## src/verilog/tuner_ctl_pkg.sv

```systemverilog
// Constants shared by the tuning message handler and its confirm sender.
package tuner_ctl_pkg;

	// --------------------------------------------------------------------
	// Message tags.
	// --------------------------------------------------------------------
	localparam logic [23:0] TAG_TX_REQ = 24'h9f8404;
	localparam logic [23:0] TAG_TX_CNF = 24'h9f8405;
	localparam logic [23:0] TAG_RX_REQ = 24'h9f8406;
	localparam logic [23:0] TAG_RX_CNF = 24'h9f8407;
	localparam logic [23:0] TAG_IB_REQ = 24'h9f8408;
	localparam logic [23:0] TAG_IB_CNF = 24'h9f8409;

	// --------------------------------------------------------------------
	// Message layout: three tag bytes, one length byte, then payload.
	// --------------------------------------------------------------------
	localparam logic [3:0] POS_LEN     = 4'h3;
	localparam logic [3:0] POS_PAYLOAD = 4'h4;
	localparam logic [3:0] POS_MAX     = 4'h8;
	localparam logic [3:0] TX_PAY_LEN  = 4'h4;
	localparam logic [3:0] RX_PAY_LEN  = 4'h3;
	localparam logic [3:0] IB_ORG_LEN  = 4'h3;
	localparam logic [3:0] IB_FRQ_LEN  = 4'h4;
	localparam logic [7:0] CNF_LEN_1   = 8'h01;
	localparam logic [7:0] CNF_LEN_2   = 8'h02;
	localparam logic [2:0] IDX_LEN     = 3'h3;
	localparam logic [2:0] IDX_LTS     = 3'h4;
	localparam logic [2:0] IDX_LAST_1  = 3'h4;
	localparam logic [2:0] IDX_LAST_2  = 3'h5;

	// --------------------------------------------------------------------
	// Status codes.
	// --------------------------------------------------------------------
	localparam logic [7:0] ST_GRANTED  = 8'h00;
	localparam logic [7:0] ST_NO_PHYS  = 8'h01;
	localparam logic [7:0] ST_BUSY     = 8'h02;
	localparam logic [7:0] ST_BAD_PARM = 8'h03;
	localparam logic [7:0] ST_OTHER    = 8'h04;
	localparam logic [7:0] ST_RESERVED = 8'h05;
	localparam logic [7:0] IB_ACCEPTED = 8'h00;
	localparam logic [7:0] IB_BAD_FREQ = 8'h01;
	localparam logic [7:0] IB_BAD_MOD  = 8'h02;
	localparam logic [7:0] IB_HW_FAIL  = 8'h03;
	localparam logic [7:0] IB_BUSY     = 8'h04;

	// --------------------------------------------------------------------
	// Field codes and decoded values.
	// --------------------------------------------------------------------
	localparam logic [1:0]  RATE_00      = 2'h0;
	localparam logic [1:0]  RATE_01      = 2'h1;
	localparam logic [1:0]  RATE_10      = 2'h2;
	localparam logic [11:0] KBPS_256     = 12'h100;
	localparam logic [11:0] KBPS_1544    = 12'h608;
	localparam logic [11:0] KBPS_2048    = 12'h800;
	localparam logic [11:0] KBPS_3088    = 12'hc10;
	localparam int          RATE_MSB     = 7;
	localparam int          RATE_LSB     = 6;
	localparam int          FLIP_BIT     = 0;
	localparam int          RX_HI_ZERO_M = 7;
	localparam int          RX_HI_ZERO_L = 3;
	localparam logic [7:0]  TYPE_ORIGIN  = 8'h00;
	localparam logic [7:0]  TYPE_FREQ    = 8'h01;
	localparam logic [7:0]  MOD_64QAM    = 8'h00;
	localparam logic [7:0]  MOD_256QAM   = 8'h01;
	localparam logic [21:0] STEP_KHZ     = 22'h000032;
	localparam logic [17:0] RX_BASE_KHZ  = 18'h0c350;

	// --------------------------------------------------------------------
	// Timing.
	// --------------------------------------------------------------------
	localparam int CLK_PERIOD_NS      = 10;
	localparam int RX_DEADLINE_MS     = 500;
	localparam int RX_DEADLINE_CYCLES = RX_DEADLINE_MS * 1000000 / CLK_PERIOD_NS;

endpackage

```

## src/verilog/confirm_sender.sv

```systemverilog
// Serialises one confirm message onto the outgoing byte stream.
module confirm_sender (
	input  wire logic        clk,
	input  wire logic        rst,
	input  wire logic        start,
	input  wire logic [23:0] tag,
	input  wire logic [7:0]  status,
	input  wire logic        lts_en,
	input  wire logic [7:0]  lts,
	input  wire logic        out_ready,
	output logic             out_valid,
	output logic [7:0]       out_byte,
	output logic             out_last,
	output logic             busy
);

	typedef struct packed {
		logic        busy;
		logic [2:0]  idx;
		logic        valid;
		logic [7:0]  data;
		logic        last;
		logic [23:0] tag;
		logic [7:0]  status;
		logic        lts_en;
		logic [7:0]  lts;
	} snd_t;

	snd_t s_q;
	snd_t s_d;

	// Byte at position i of a confirm; the stream identifier only when enabled.
	function automatic logic [7:0] pick(input logic [23:0] t, input logic [7:0] st,
			input logic en, input logic [7:0] l, input logic [2:0] i);
		logic [7:0] b;
		b = st;
		if (i == 3'h0) begin
			b = t[23:16];
		end else if (i == 3'h1) begin
			b = t[15:8];
		end else if (i == 3'h2) begin
			b = t[7:0];
		end else if (i == tuner_ctl_pkg::IDX_LEN) begin
			b = en ? tuner_ctl_pkg::CNF_LEN_2 : tuner_ctl_pkg::CNF_LEN_1;
		end else if (i == tuner_ctl_pkg::IDX_LTS && en) begin
			b = l;
		end
		return b;
	endfunction

	// Load on start, advance one byte per accepted beat.
	always_comb begin
		s_d = s_q;
		if (start && !s_q.busy) begin
			s_d.busy   = 1'b1;
			s_d.idx    = 3'h0;
			s_d.valid  = 1'b1;
			s_d.tag    = tag;
			s_d.status = status;
			s_d.lts_en = lts_en;
			s_d.lts    = lts;
			s_d.data   = pick(tag, status, lts_en, lts, 3'h0);
			s_d.last   = 1'b0;
		end else if (s_q.valid && out_ready) begin
			if (s_q.last) begin
				s_d.valid = 1'b0;
				s_d.busy  = 1'b0;
			end else begin
				s_d.idx  = s_q.idx + 3'h1;
				s_d.data = pick(s_q.tag, s_q.status, s_q.lts_en, s_q.lts, s_d.idx);
				s_d.last = s_d.idx == (s_q.lts_en ? tuner_ctl_pkg::IDX_LAST_2 : tuner_ctl_pkg::IDX_LAST_1);
			end
		end
	end

	// State register.
	always_ff @(posedge clk or posedge rst) begin
		if (rst) begin
			s_q <= '0;
		end else begin
			s_q <= s_d;
		end
	end

	assign out_valid = s_q.valid;
	assign out_byte  = s_q.data;
	assign out_last  = s_q.last;
	assign busy      = s_q.busy;

endmodule

```

## src/verilog/tuner_control_message_handler.sv

```systemverilog
// Decodes card tuning requests, drives the tuners and returns confirms.
// Notes on behaviour
// - Transmitter request is answered by a transmitter confirm with one status byte.
// - Granted and configured transmitter returns status zero.
// - No return path always returns transmitter not physically available.
// - Transmitter parameter out of host range returns invalid parameters.
// - Busy or other-reason codes otherwise; codes five and up never sent.
// - Receiver frequency is value times 50 kHz plus 50 MHz; top five bits zero.
// - Receiver rate bits 7:6: 00/01 2048, 10 1544, 11 3088 kbps.
// - Receiver rate bit 0 set means inverted spectrum.
// - Receiver confirm only after acquisition or 500 ms, whichever first; the code sends status one to three confirms at once, without waiting.
// - Receiver confirm carries tag and one status byte, codes zero to four.
// - Inband request: tune type, then origin number or frequency plus modulation.
// - Origin number zero means channel without programming source.
// - Inband frequency is field value times 50 kHz.
// - Modulation zero is 64QAM, one is 256QAM, others reserved.
// - Every inband request is answered by an inband confirm.
// - Inband status: accepted, bad frequency, bad modulation, hardware failure, busy.
// - Multi-stream mode inserts a stream identifier ahead of the inband status.
// - Transmitter rate bits 7:6: 00 256, 10 1544, 11 3088; 01 reserved.
module tuner_control_message_handler #(
	parameter int unsigned RX_DEADLINE_CYCLES = tuner_ctl_pkg::RX_DEADLINE_CYCLES,
	parameter logic [15:0] TX_FREQ_MIN_KHZ    = 16'h1388,
	parameter logic [15:0] TX_FREQ_MAX_KHZ    = 16'hc350,
	parameter logic [21:0] IB_FREQ_MIN_KHZ    = 22'h00c350,
	parameter logic [21:0] IB_FREQ_MAX_KHZ    = 22'h0f4240
) (
	input  wire logic        clk,
	input  wire logic        rst,
	input  wire logic        in_valid,
	input  wire logic [7:0]  in_byte,
	input  wire logic        in_last,
	output logic             in_ready,
	output logic             out_valid,
	output logic [7:0]       out_byte,
	output logic             out_last,
	input  wire logic        out_ready,
	input  wire logic        return_path_present,
	input  wire logic        tx_busy,
	input  wire logic        rx_present,
	input  wire logic        rx_busy,
	input  wire logic        rx_acquired,
	input  wire logic        ib_busy,
	input  wire logic        ib_hw_fail,
	input  wire logic        multi_stream_mode,
	input  wire logic [7:0]  local_stream_id,
	output logic             tx_apply,
	output logic [15:0]      tx_freq_khz,
	output logic [7:0]       tx_power,
	output logic [11:0]      tx_rate_kbps,
	output logic             rx_apply,
	output logic [17:0]      receiver_carrier_setting,
	output logic [11:0]      rx_rate_kbps,
	output logic             spectrum_flip_flag,
	output logic             ib_apply,
	output logic             ib_by_origin,
	output logic [15:0]      programming_origin_number,
	output logic             ib_no_origin,
	output logic [21:0]      ib_freq_khz,
	output logic             ib_qam256
);

	// --------------------------------------------------------------------
	// State.
	// --------------------------------------------------------------------
	typedef enum logic [1:0] {
		COLLECT = 2'h0,
		EVAL    = 2'h1,
		RX_WAIT = 2'h3
	} state_t;

	typedef struct packed {
		state_t           st;
		logic [3:0]       pos;
		logic [23:0]      tag;
		logic [3:0][7:0]  pay;
		logic             in_ready;
		logic             start;
		logic [23:0]      cnf_tag;
		logic [7:0]       status;
		logic             lts_en;
		logic [7:0]       lts;
		logic [25:0]      timer;
		logic             tx_apply;
		logic [15:0]      tx_freq;
		logic [7:0]       tx_power;
		logic [11:0]      tx_rate;
		logic             rx_apply;
		logic [17:0]      rx_freq;
		logic [11:0]      rx_rate;
		logic             rx_flip;
		logic             ib_apply;
		logic             ib_by_origin;
		logic [15:0]      origin;
		logic             ib_no_origin;
		logic [21:0]      ib_freq;
		logic             ib_qam256;
	} hnd_t;

	hnd_t s_q;
	hnd_t s_d;
	logic ser_busy;
	logic [3:0] plen;
	logic [21:0] tx_f;
	logic [21:0] ib_f;
	// Bit positions of the rate field and of the receiver frequency bits that must be zero.
	localparam int RATE_MSB_I = tuner_ctl_pkg::RATE_MSB;
	localparam int RATE_LSB_I = tuner_ctl_pkg::RATE_LSB;
	localparam int RX_HI_M    = tuner_ctl_pkg::RX_HI_ZERO_M;
	localparam int RX_HI_L    = tuner_ctl_pkg::RX_HI_ZERO_L;

	// Scales a 16-bit field in 50 kHz steps to kHz.
	function automatic logic [21:0] freq_x50(input logic [15:0] v);
		return 22'(v) * tuner_ctl_pkg::STEP_KHZ;
	endfunction

	assign plen = (s_q.pos > tuner_ctl_pkg::POS_PAYLOAD) ? s_q.pos - tuner_ctl_pkg::POS_PAYLOAD : 4'h0;
	assign tx_f = 22'({s_q.pay[0], s_q.pay[1]});
	assign ib_f = freq_x50({s_q.pay[1], s_q.pay[2]});

	// --------------------------------------------------------------------
	// Request decode and confirm selection.
	// --------------------------------------------------------------------
	always_comb begin
		s_d          = s_q;
		s_d.start    = 1'b0;
		s_d.tx_apply = 1'b0;
		s_d.rx_apply = 1'b0;
		s_d.ib_apply = 1'b0;
		unique case (s_q.st)
			COLLECT: begin
				// Tag bytes shift in, the length byte is skipped, payload is kept.
				if (in_valid && s_q.in_ready) begin
					if (s_q.pos < tuner_ctl_pkg::POS_LEN) begin
						s_d.tag = {s_q.tag[15:0], in_byte};
					end else if (s_q.pos >= tuner_ctl_pkg::POS_PAYLOAD && s_q.pos < tuner_ctl_pkg::POS_MAX) begin
						s_d.pay[2'(s_q.pos - tuner_ctl_pkg::POS_PAYLOAD)] = in_byte;
					end
					if (s_q.pos < tuner_ctl_pkg::POS_MAX) begin
						s_d.pos = s_q.pos + 4'h1;
					end
					if (in_last) begin
						s_d.st = EVAL;
					end
				end
			end
			EVAL: begin
				s_d.st      = COLLECT;
				s_d.pos     = 4'h0;
				s_d.lts_en  = 1'b0;
				s_d.lts     = local_stream_id;
				if (s_q.tag == tuner_ctl_pkg::TAG_TX_REQ) begin
					s_d.start   = 1'b1;
					s_d.cnf_tag = tuner_ctl_pkg::TAG_TX_CNF;
					if (!return_path_present) begin
						s_d.status = tuner_ctl_pkg::ST_NO_PHYS;
					end else if (plen < tuner_ctl_pkg::TX_PAY_LEN
							|| s_q.pay[3][RATE_MSB_I:RATE_LSB_I] == tuner_ctl_pkg::RATE_01
							|| tx_f[15:0] < TX_FREQ_MIN_KHZ || tx_f[15:0] > TX_FREQ_MAX_KHZ) begin
						s_d.status = tuner_ctl_pkg::ST_BAD_PARM;
					end else if (tx_busy) begin
						s_d.status = tuner_ctl_pkg::ST_BUSY;
					end else begin
						s_d.status   = tuner_ctl_pkg::ST_GRANTED;
						s_d.tx_apply = 1'b1;
						s_d.tx_freq  = tx_f[15:0];
						s_d.tx_power = s_q.pay[2];
						unique case (s_q.pay[3][RATE_MSB_I:RATE_LSB_I])
							tuner_ctl_pkg::RATE_00: s_d.tx_rate = tuner_ctl_pkg::KBPS_256;
							tuner_ctl_pkg::RATE_10: s_d.tx_rate = tuner_ctl_pkg::KBPS_1544;
							default:                s_d.tx_rate = tuner_ctl_pkg::KBPS_3088;
						endcase
					end
				end else if (s_q.tag == tuner_ctl_pkg::TAG_RX_REQ) begin
					s_d.cnf_tag = tuner_ctl_pkg::TAG_RX_CNF;
					s_d.start   = 1'b1;
					if (!rx_present) begin
						s_d.status = tuner_ctl_pkg::ST_NO_PHYS;
					end else if (plen < tuner_ctl_pkg::RX_PAY_LEN
							|| s_q.pay[0][RX_HI_M:RX_HI_L] != '0) begin
						s_d.status = tuner_ctl_pkg::ST_BAD_PARM;
					end else if (rx_busy) begin
						s_d.status = tuner_ctl_pkg::ST_BUSY;
					end else begin
						// Tune now; the confirm waits for acquisition or the deadline.
						s_d.start    = 1'b0;
						s_d.st       = RX_WAIT;
						s_d.timer    = '0;
						s_d.rx_apply = 1'b1;
						s_d.rx_freq  = 18'(freq_x50({s_q.pay[0], s_q.pay[1]})) + tuner_ctl_pkg::RX_BASE_KHZ;
						s_d.rx_flip  = s_q.pay[2][tuner_ctl_pkg::FLIP_BIT];
						unique case (s_q.pay[2][RATE_MSB_I:RATE_LSB_I])
							tuner_ctl_pkg::RATE_00: s_d.rx_rate = tuner_ctl_pkg::KBPS_2048;
							tuner_ctl_pkg::RATE_01: s_d.rx_rate = tuner_ctl_pkg::KBPS_2048;
							tuner_ctl_pkg::RATE_10: s_d.rx_rate = tuner_ctl_pkg::KBPS_1544;
							default:                s_d.rx_rate = tuner_ctl_pkg::KBPS_3088;
						endcase
					end
				end else if (s_q.tag == tuner_ctl_pkg::TAG_IB_REQ) begin
					s_d.start   = 1'b1;
					s_d.cnf_tag = tuner_ctl_pkg::TAG_IB_CNF;
					s_d.lts_en  = multi_stream_mode;
					if (s_q.pay[0] == tuner_ctl_pkg::TYPE_ORIGIN && plen >= tuner_ctl_pkg::IB_ORG_LEN) begin
						if (ib_hw_fail) begin
							s_d.status = tuner_ctl_pkg::IB_HW_FAIL;
						end else if (ib_busy) begin
							s_d.status = tuner_ctl_pkg::IB_BUSY;
						end else begin
							s_d.status       = tuner_ctl_pkg::IB_ACCEPTED;
							s_d.ib_apply     = 1'b1;
							s_d.ib_by_origin = 1'b1;
							s_d.origin       = {s_q.pay[1], s_q.pay[2]};
							s_d.ib_no_origin = {s_q.pay[1], s_q.pay[2]} == 16'h0000;
						end
					end else if (s_q.pay[0] != tuner_ctl_pkg::TYPE_FREQ || plen < tuner_ctl_pkg::IB_FRQ_LEN
							|| (s_q.pay[3] != tuner_ctl_pkg::MOD_64QAM && s_q.pay[3] != tuner_ctl_pkg::MOD_256QAM)) begin
						s_d.status = tuner_ctl_pkg::IB_BAD_MOD;
					end else if (ib_f < IB_FREQ_MIN_KHZ || ib_f > IB_FREQ_MAX_KHZ) begin
						s_d.status = tuner_ctl_pkg::IB_BAD_FREQ;
					end else if (ib_hw_fail) begin
						s_d.status = tuner_ctl_pkg::IB_HW_FAIL;
					end else if (ib_busy) begin
						s_d.status = tuner_ctl_pkg::IB_BUSY;
					end else begin
						s_d.status       = tuner_ctl_pkg::IB_ACCEPTED;
						s_d.ib_apply     = 1'b1;
						s_d.ib_by_origin = 1'b0;
						s_d.ib_freq      = ib_f;
						s_d.ib_qam256    = s_q.pay[3] == tuner_ctl_pkg::MOD_256QAM;
					end
				end
			end
			RX_WAIT: begin
				// Confirm on acquisition, or at the deadline with other reasons.
				s_d.timer = s_q.timer + 26'h1;
				if (rx_acquired) begin
					s_d.start  = 1'b1;
					s_d.status = tuner_ctl_pkg::ST_GRANTED;
					s_d.st     = COLLECT;
				end else if (s_q.timer == 26'(RX_DEADLINE_CYCLES - 1)) begin
					s_d.start  = 1'b1;
					s_d.status = tuner_ctl_pkg::ST_OTHER;
					s_d.st     = COLLECT;
				end
			end
			default: begin
				s_d.st  = COLLECT;
				s_d.pos = 4'h0;
			end
		endcase
		// Input accepted only when collecting and no confirm is pending or leaving.
		s_d.in_ready = s_d.st == COLLECT && !s_d.start && !s_q.start && !ser_busy;
	end

	// State register.
	always_ff @(posedge clk or posedge rst) begin
		if (rst) begin
			s_q <= '0;
		end else begin
			s_q <= s_d;
		end
	end

	// --------------------------------------------------------------------
	// Confirm sender.
	// --------------------------------------------------------------------
	confirm_sender u_sender (
		.clk       (clk),
		.rst       (rst),
		.start     (s_q.start),
		.tag       (s_q.cnf_tag),
		.status    (s_q.status),
		.lts_en    (s_q.lts_en),
		.lts       (s_q.lts),
		.out_ready (out_ready),
		.out_valid (out_valid),
		.out_byte  (out_byte),
		.out_last  (out_last),
		.busy      (ser_busy)
	);

	// Outputs straight from the state register.
	assign in_ready                  = s_q.in_ready;
	assign tx_apply                  = s_q.tx_apply;
	assign tx_freq_khz               = s_q.tx_freq;
	assign tx_power                  = s_q.tx_power;
	assign tx_rate_kbps              = s_q.tx_rate;
	assign rx_apply                  = s_q.rx_apply;
	assign receiver_carrier_setting  = s_q.rx_freq;
	assign rx_rate_kbps              = s_q.rx_rate;
	assign spectrum_flip_flag        = s_q.rx_flip;
	assign ib_apply                  = s_q.ib_apply;
	assign ib_by_origin              = s_q.ib_by_origin;
	assign programming_origin_number = s_q.origin;
	assign ib_no_origin              = s_q.ib_no_origin;
	assign ib_freq_khz               = s_q.ib_freq;
	assign ib_qam256                 = s_q.ib_qam256;
endmodule

```

## config.mk

```make
export PLATFORM = sky130hd
export DESIGN_NAME = tuner_control_message_handler
export DESIGN_NICKNAME = d
export VERILOG_FILES = /design/src/verilog/tuner_ctl_pkg.sv /design/src/verilog/confirm_sender.sv /design/src/verilog/tuner_control_message_handler.sv
export SDC_FILE = /design/constraint.sdc
export NUM_CORES = 1
export LEC_CHECK = 0
export BUFFER_PORTS_ARGS = -buffer_cell sky130_fd_sc_hd__buf_2
export CAP_MARGIN = 20
export CORE_AREA = 2 2 180 182
export DETAILED_ROUTE_END_ITERATION = 7
export DIE_AREA = 0 0 182 184
export PLACE_DENSITY = 0.73
export SLEW_MARGIN = 20
export SYNTH_ARGS = -nofsm -noshare
export SYNTH_HDL_FRONTEND = slang
export SYNTH_SLANG_ARGS = --single-unit
```

## constraint.sdc

```tcl
create_clock -name clk -period 16.04 [get_ports clk]
set_input_delay 0.802 -clock clk [delete_from_list [all_inputs] [get_ports clk]]
set_output_delay 0.802 -clock clk [all_outputs]
set_load 0.02 [all_outputs]
```

==> run_results.csv <==
group,metric,value,unit
run_status,status,"completed",
detailed_routing,postRouteWirelength,32500,microns
synth,async_flop_share,100,%
floorplanning,die_h,184,microns
power_and_ir_drop,vdd_drop_max,0.0000554,V
power_and_ir_drop,pwr-share-comb,14.7,%
floorplanning,pin_count,151,
timing,worst_slew_margin_rel,40.4,%
layout,final_core_utilization,48.4,%
power_and_ir_drop,p_clk_share,40.6,%
grt,grt_antenna_before_repair,2,
setup_path,count_of_buffering_cells_on_the_critical_path_with_inverters_included,4,
setup_path,critical-path-top-delay-family,"adder cells",
clock_tree,clock_path_buffers,3,
hold_path,hold_class,"in2async",
setup_path,critical_path.endpoint_type,"register",
clock_tree,clk-insertion-delay-late,0.53,ns
clock_tree,cts_num_sinks,228,
power_and_ir_drop,power.total,1.52,mW
setup_path,start_kind,"register",
synth,synth.cells.most_frequent,"228 x dfrtp_1, 201 x nand2_1, 119 x inv_1",
setup_path,crit_path_category,"reg2reg",
power_and_ir_drop,power_frac_seq,44.8,%
detailed_routing,num_vias,10200,
detailed_routing,drtAntennaViolNets,0,
floorplanning,die-width,182,microns
clock_tree,cts-hold-fix-buffers,0,
synth,mean_instance_size_in_the_synthesized_netlist,9.75,sq um
placement,port_buffers,135,
detailed_routing,drt_first_pass_iters,4,
setup_path,worst_ep_required_time,16.45,ns
clock_tree,cts_tree,"done",
layout,area.sequential,0.00571,sq mm
synth,synth.yosys.seq_area_share,40.6,%
synth,synth-main-ff-cell,"dfrtp_1",
floorplanning,core_region_area,0.0314,sq mm
detailed_routing,viasPerCell,5.40,
setup_path,arrival_time_of_data_at_the_critical_path_endpoint,5.22,ns
power_and_ir_drop,switching_fraction_of_total_power,27.3,%
timing,timing.clock.skew,0.00830,ns
synth,synth_most_common_cell,"dfrtp_1",
synth,yosys_warnings,0,
synth,netlist.area_leader.share,40.6,%
synth,synth_edf_count,0,
clock_tree,cts_setup_buffers,0,
placement,gp_routability_congestion,0.876,
synth,synth.distinct_cells,84,
setup_path,timing.critical_path.slowest_cell_delay,0.50,ns
timing,maxSlewViolCount,0,
grt,grt_overflow_total,0,
timing,worst-slew-pin-transition,0.895,ns
layout,fillerInstances,2891,
floorplanning,placementRows,65,
grt,track_usage,19.9,%
detailed_routing,drt-wirelength-per-cell,17.1,microns
synth,synth_cells,1440,
timing,min_period,4.81,ns
floorplanning,die_area,0.0335,sq mm
setup_path,timing.critical_path.fanout_max,22,
flow_run,timing.max_cap.violations,0,
layout,area_growth_syn_to_layout,8.24,%
setup_path,worstPathCellList,"inv_1 -> ha_1 -> ha_1 -> inv_1 -> fa_1 -> inv_1 -> ha_1 -> a21oi_1 -> o21ai_0 -> a21o_1 -> xnor2_1 -> a2111oi_0 -> nand4_1 -> and4_1 -> buf_4 -> mux2_4",
detailed_routing,drc_errors,0,
timing,hold_viol,0,
layout,final_net_count,1636,
grt,grt_pass1_wl,53800,microns
timing,final.setup.worst_slack,11.23,ns
placement,place_ws,11.27,ns
clock_tree,root_buf_cell,"clkbuf_16",
timing,setup_viol,0,
synth,yosys_register_bits,228,
placement,place_hpwl,24200,microns
clock_tree,clkSlewWorstSetupHoldPaths,0.06,ns
synth,synth_top_cell_by_area,"dfrtp_1",
layout,post_route_cells_drive_above_1_share,19.3,%
synth,synth.cell_area,0.0140,sq mm
power_and_ir_drop,internal-power,1.10,mW
detailed_routing,detail_route.iter0.violations,588,
power_and_ir_drop,netSwitchingPower,0.414,mW
grt,number_of_global_route_vias_before_repair,10300,
synth,synth_area_leaders,"dfrtp_1 41%, ha_1 10%, buf_4 6.0%",
timing,setup-tns-final,0,ns
clock_tree,number_of_buffers_inserted_during_clock_tree_synthesis,26,
timing,rsz0062_at_grt,"no",
clock_tree,ctsHtreeMaxLevel,1,
floorplanning,floorplan.initialDensity,44.7,%
setup_path,timing.critical_path.slowest_stage_cell,"fa_1",
grt,grt_start_max_net_pins,101,
clock_tree,cts-resized-gates,0,
timing,timing.fmax,208,MHz
power_and_ir_drop,power_density,99.7,mW/mm^2
layout,multi_input_area,0.00690,sq mm
timing,min_period_over_period,30.0,%
power_and_ir_drop,cellLeakagePower,7.85,nW
cell usage in the layout (no fill, tap or decap), drive strengths merged, types with 10 or more instances in the layout:
| master | instances |
|---|---|
| dfrtp | 228 |
| nand2 | 201 |
| buf | 144 |
| inv | 121 |
| o21ai | 119 |
| ha | 116 |
| mux2 | 80 |
| nor2 | 52 |
| a21oi | 48 |
| clkbuf | 38 |
| nand3 | 34 |
| fa | 20 |
| xnor2 | 19 |
| nor3 | 18 |
| a21o | 17 |
| and3 | 15 |
| mux2i | 15 |
| conb | 15 |
| nand4 | 13 |
| and2 | 13 |
| xor2 | 11 |
| nor4 | 11 |
| a31oi | 10 |
| a211oi | 10 |
power by group through the flow:
stage	clock network [mW]	registers [mW]	logic, mW
final	0.615	0.678	0.222
after global routing	0.650	0.687	0.252
after CTS	0.625	0.678	0.224
after detailed placement	0	0.688	0.222
after global placement	0	0.685	0.216
after floorplan	0	0.676	0.181
per-stage QoR:
stage                     hold slack (ns)  std cells  cell area, sq um
after floorplan                     0.428       1454             14100
after global placement              0.446       1845             14300
after detailed placement            0.451       1845             14300
after CTS                           0.431       1892             15200
after global routing                0.456       1893             15200
final                               0.375       1893             15200
cell families after synthesis:
kind of cell | count (synthesis) | synth area share (%)
simple gates | 399 | 13.1
compound gates | 277 | 12.7
buf+inv | 274 | 10.7
flops | 228 | 40.6
fa+ha+maj | 136 | 13.2
mux | 95 | 7.81
xor+xnor | 30 | 1.87
other cells | 1 | 0.0267
layout make-up:
cell class | instances | share of cell area, %
multi-input combinational | 952 | 45.4
sequential | 228 | 37.5
clock buffer | 38 | 5.18
timing repair buffer | 144 | 4.89
tap | 402 | 3.31
inverter | 119 | 2.99
clock inverter | 9 | 0.708
antenna | 1 | 0.0165
sequential cells by signal, indices dropped and copies added, names as in the netlist, 4 cells and up:
register	cells
tx_freq_khz	16
ib_freq_khz	21
rx_rate_kbps	4
u_sender.out_byte	8
tx_rate_kbps	4
programming_origin_number	16
tx_power	8
u_sender.s_q	19
receiver_carrier_setting	17
s_q	105
per-layer routing:
| layer | part of all wire, % | up-vias | GRT usage, % |
|---|---|---|---|
| met3 | 6.1 | 66 | 3.86 |
| li1 | - | 4873 | - |
| met1 | 45 | 4989 | 26.5 |
| met2 | 46 | 285 | 32.5 |
| met5 | 0.055 | - | 0 |
| met4 | 3.4 | 2 | 6.94 |
path summary, 6_finish.rpt:
| check | from | endpoint | slack, ns | depth (start not counted) |
|---|---|---|---|---|
| worst min-delay path | rst | tx_power[1] | 0.37 | 2 |
| max in group asynchronous | rst | u_sender.s_q[5] | 13.46 | 4 |
| worst max register to register | s_q[188] | ib_freq_khz[7] | 11.23 | 16 |
| worst min register to register | u_sender.s_q[5] | u_sender.s_q[5] | 0.46 | 2 |
| worst max-delay path | s_q[188] | ib_freq_khz[7] | 11.23 | 16 |
| min in group clk | u_sender.s_q[5] | u_sender.s_q[5] | 0.46 | 2 |
Power figures use the tool's default switching activity.
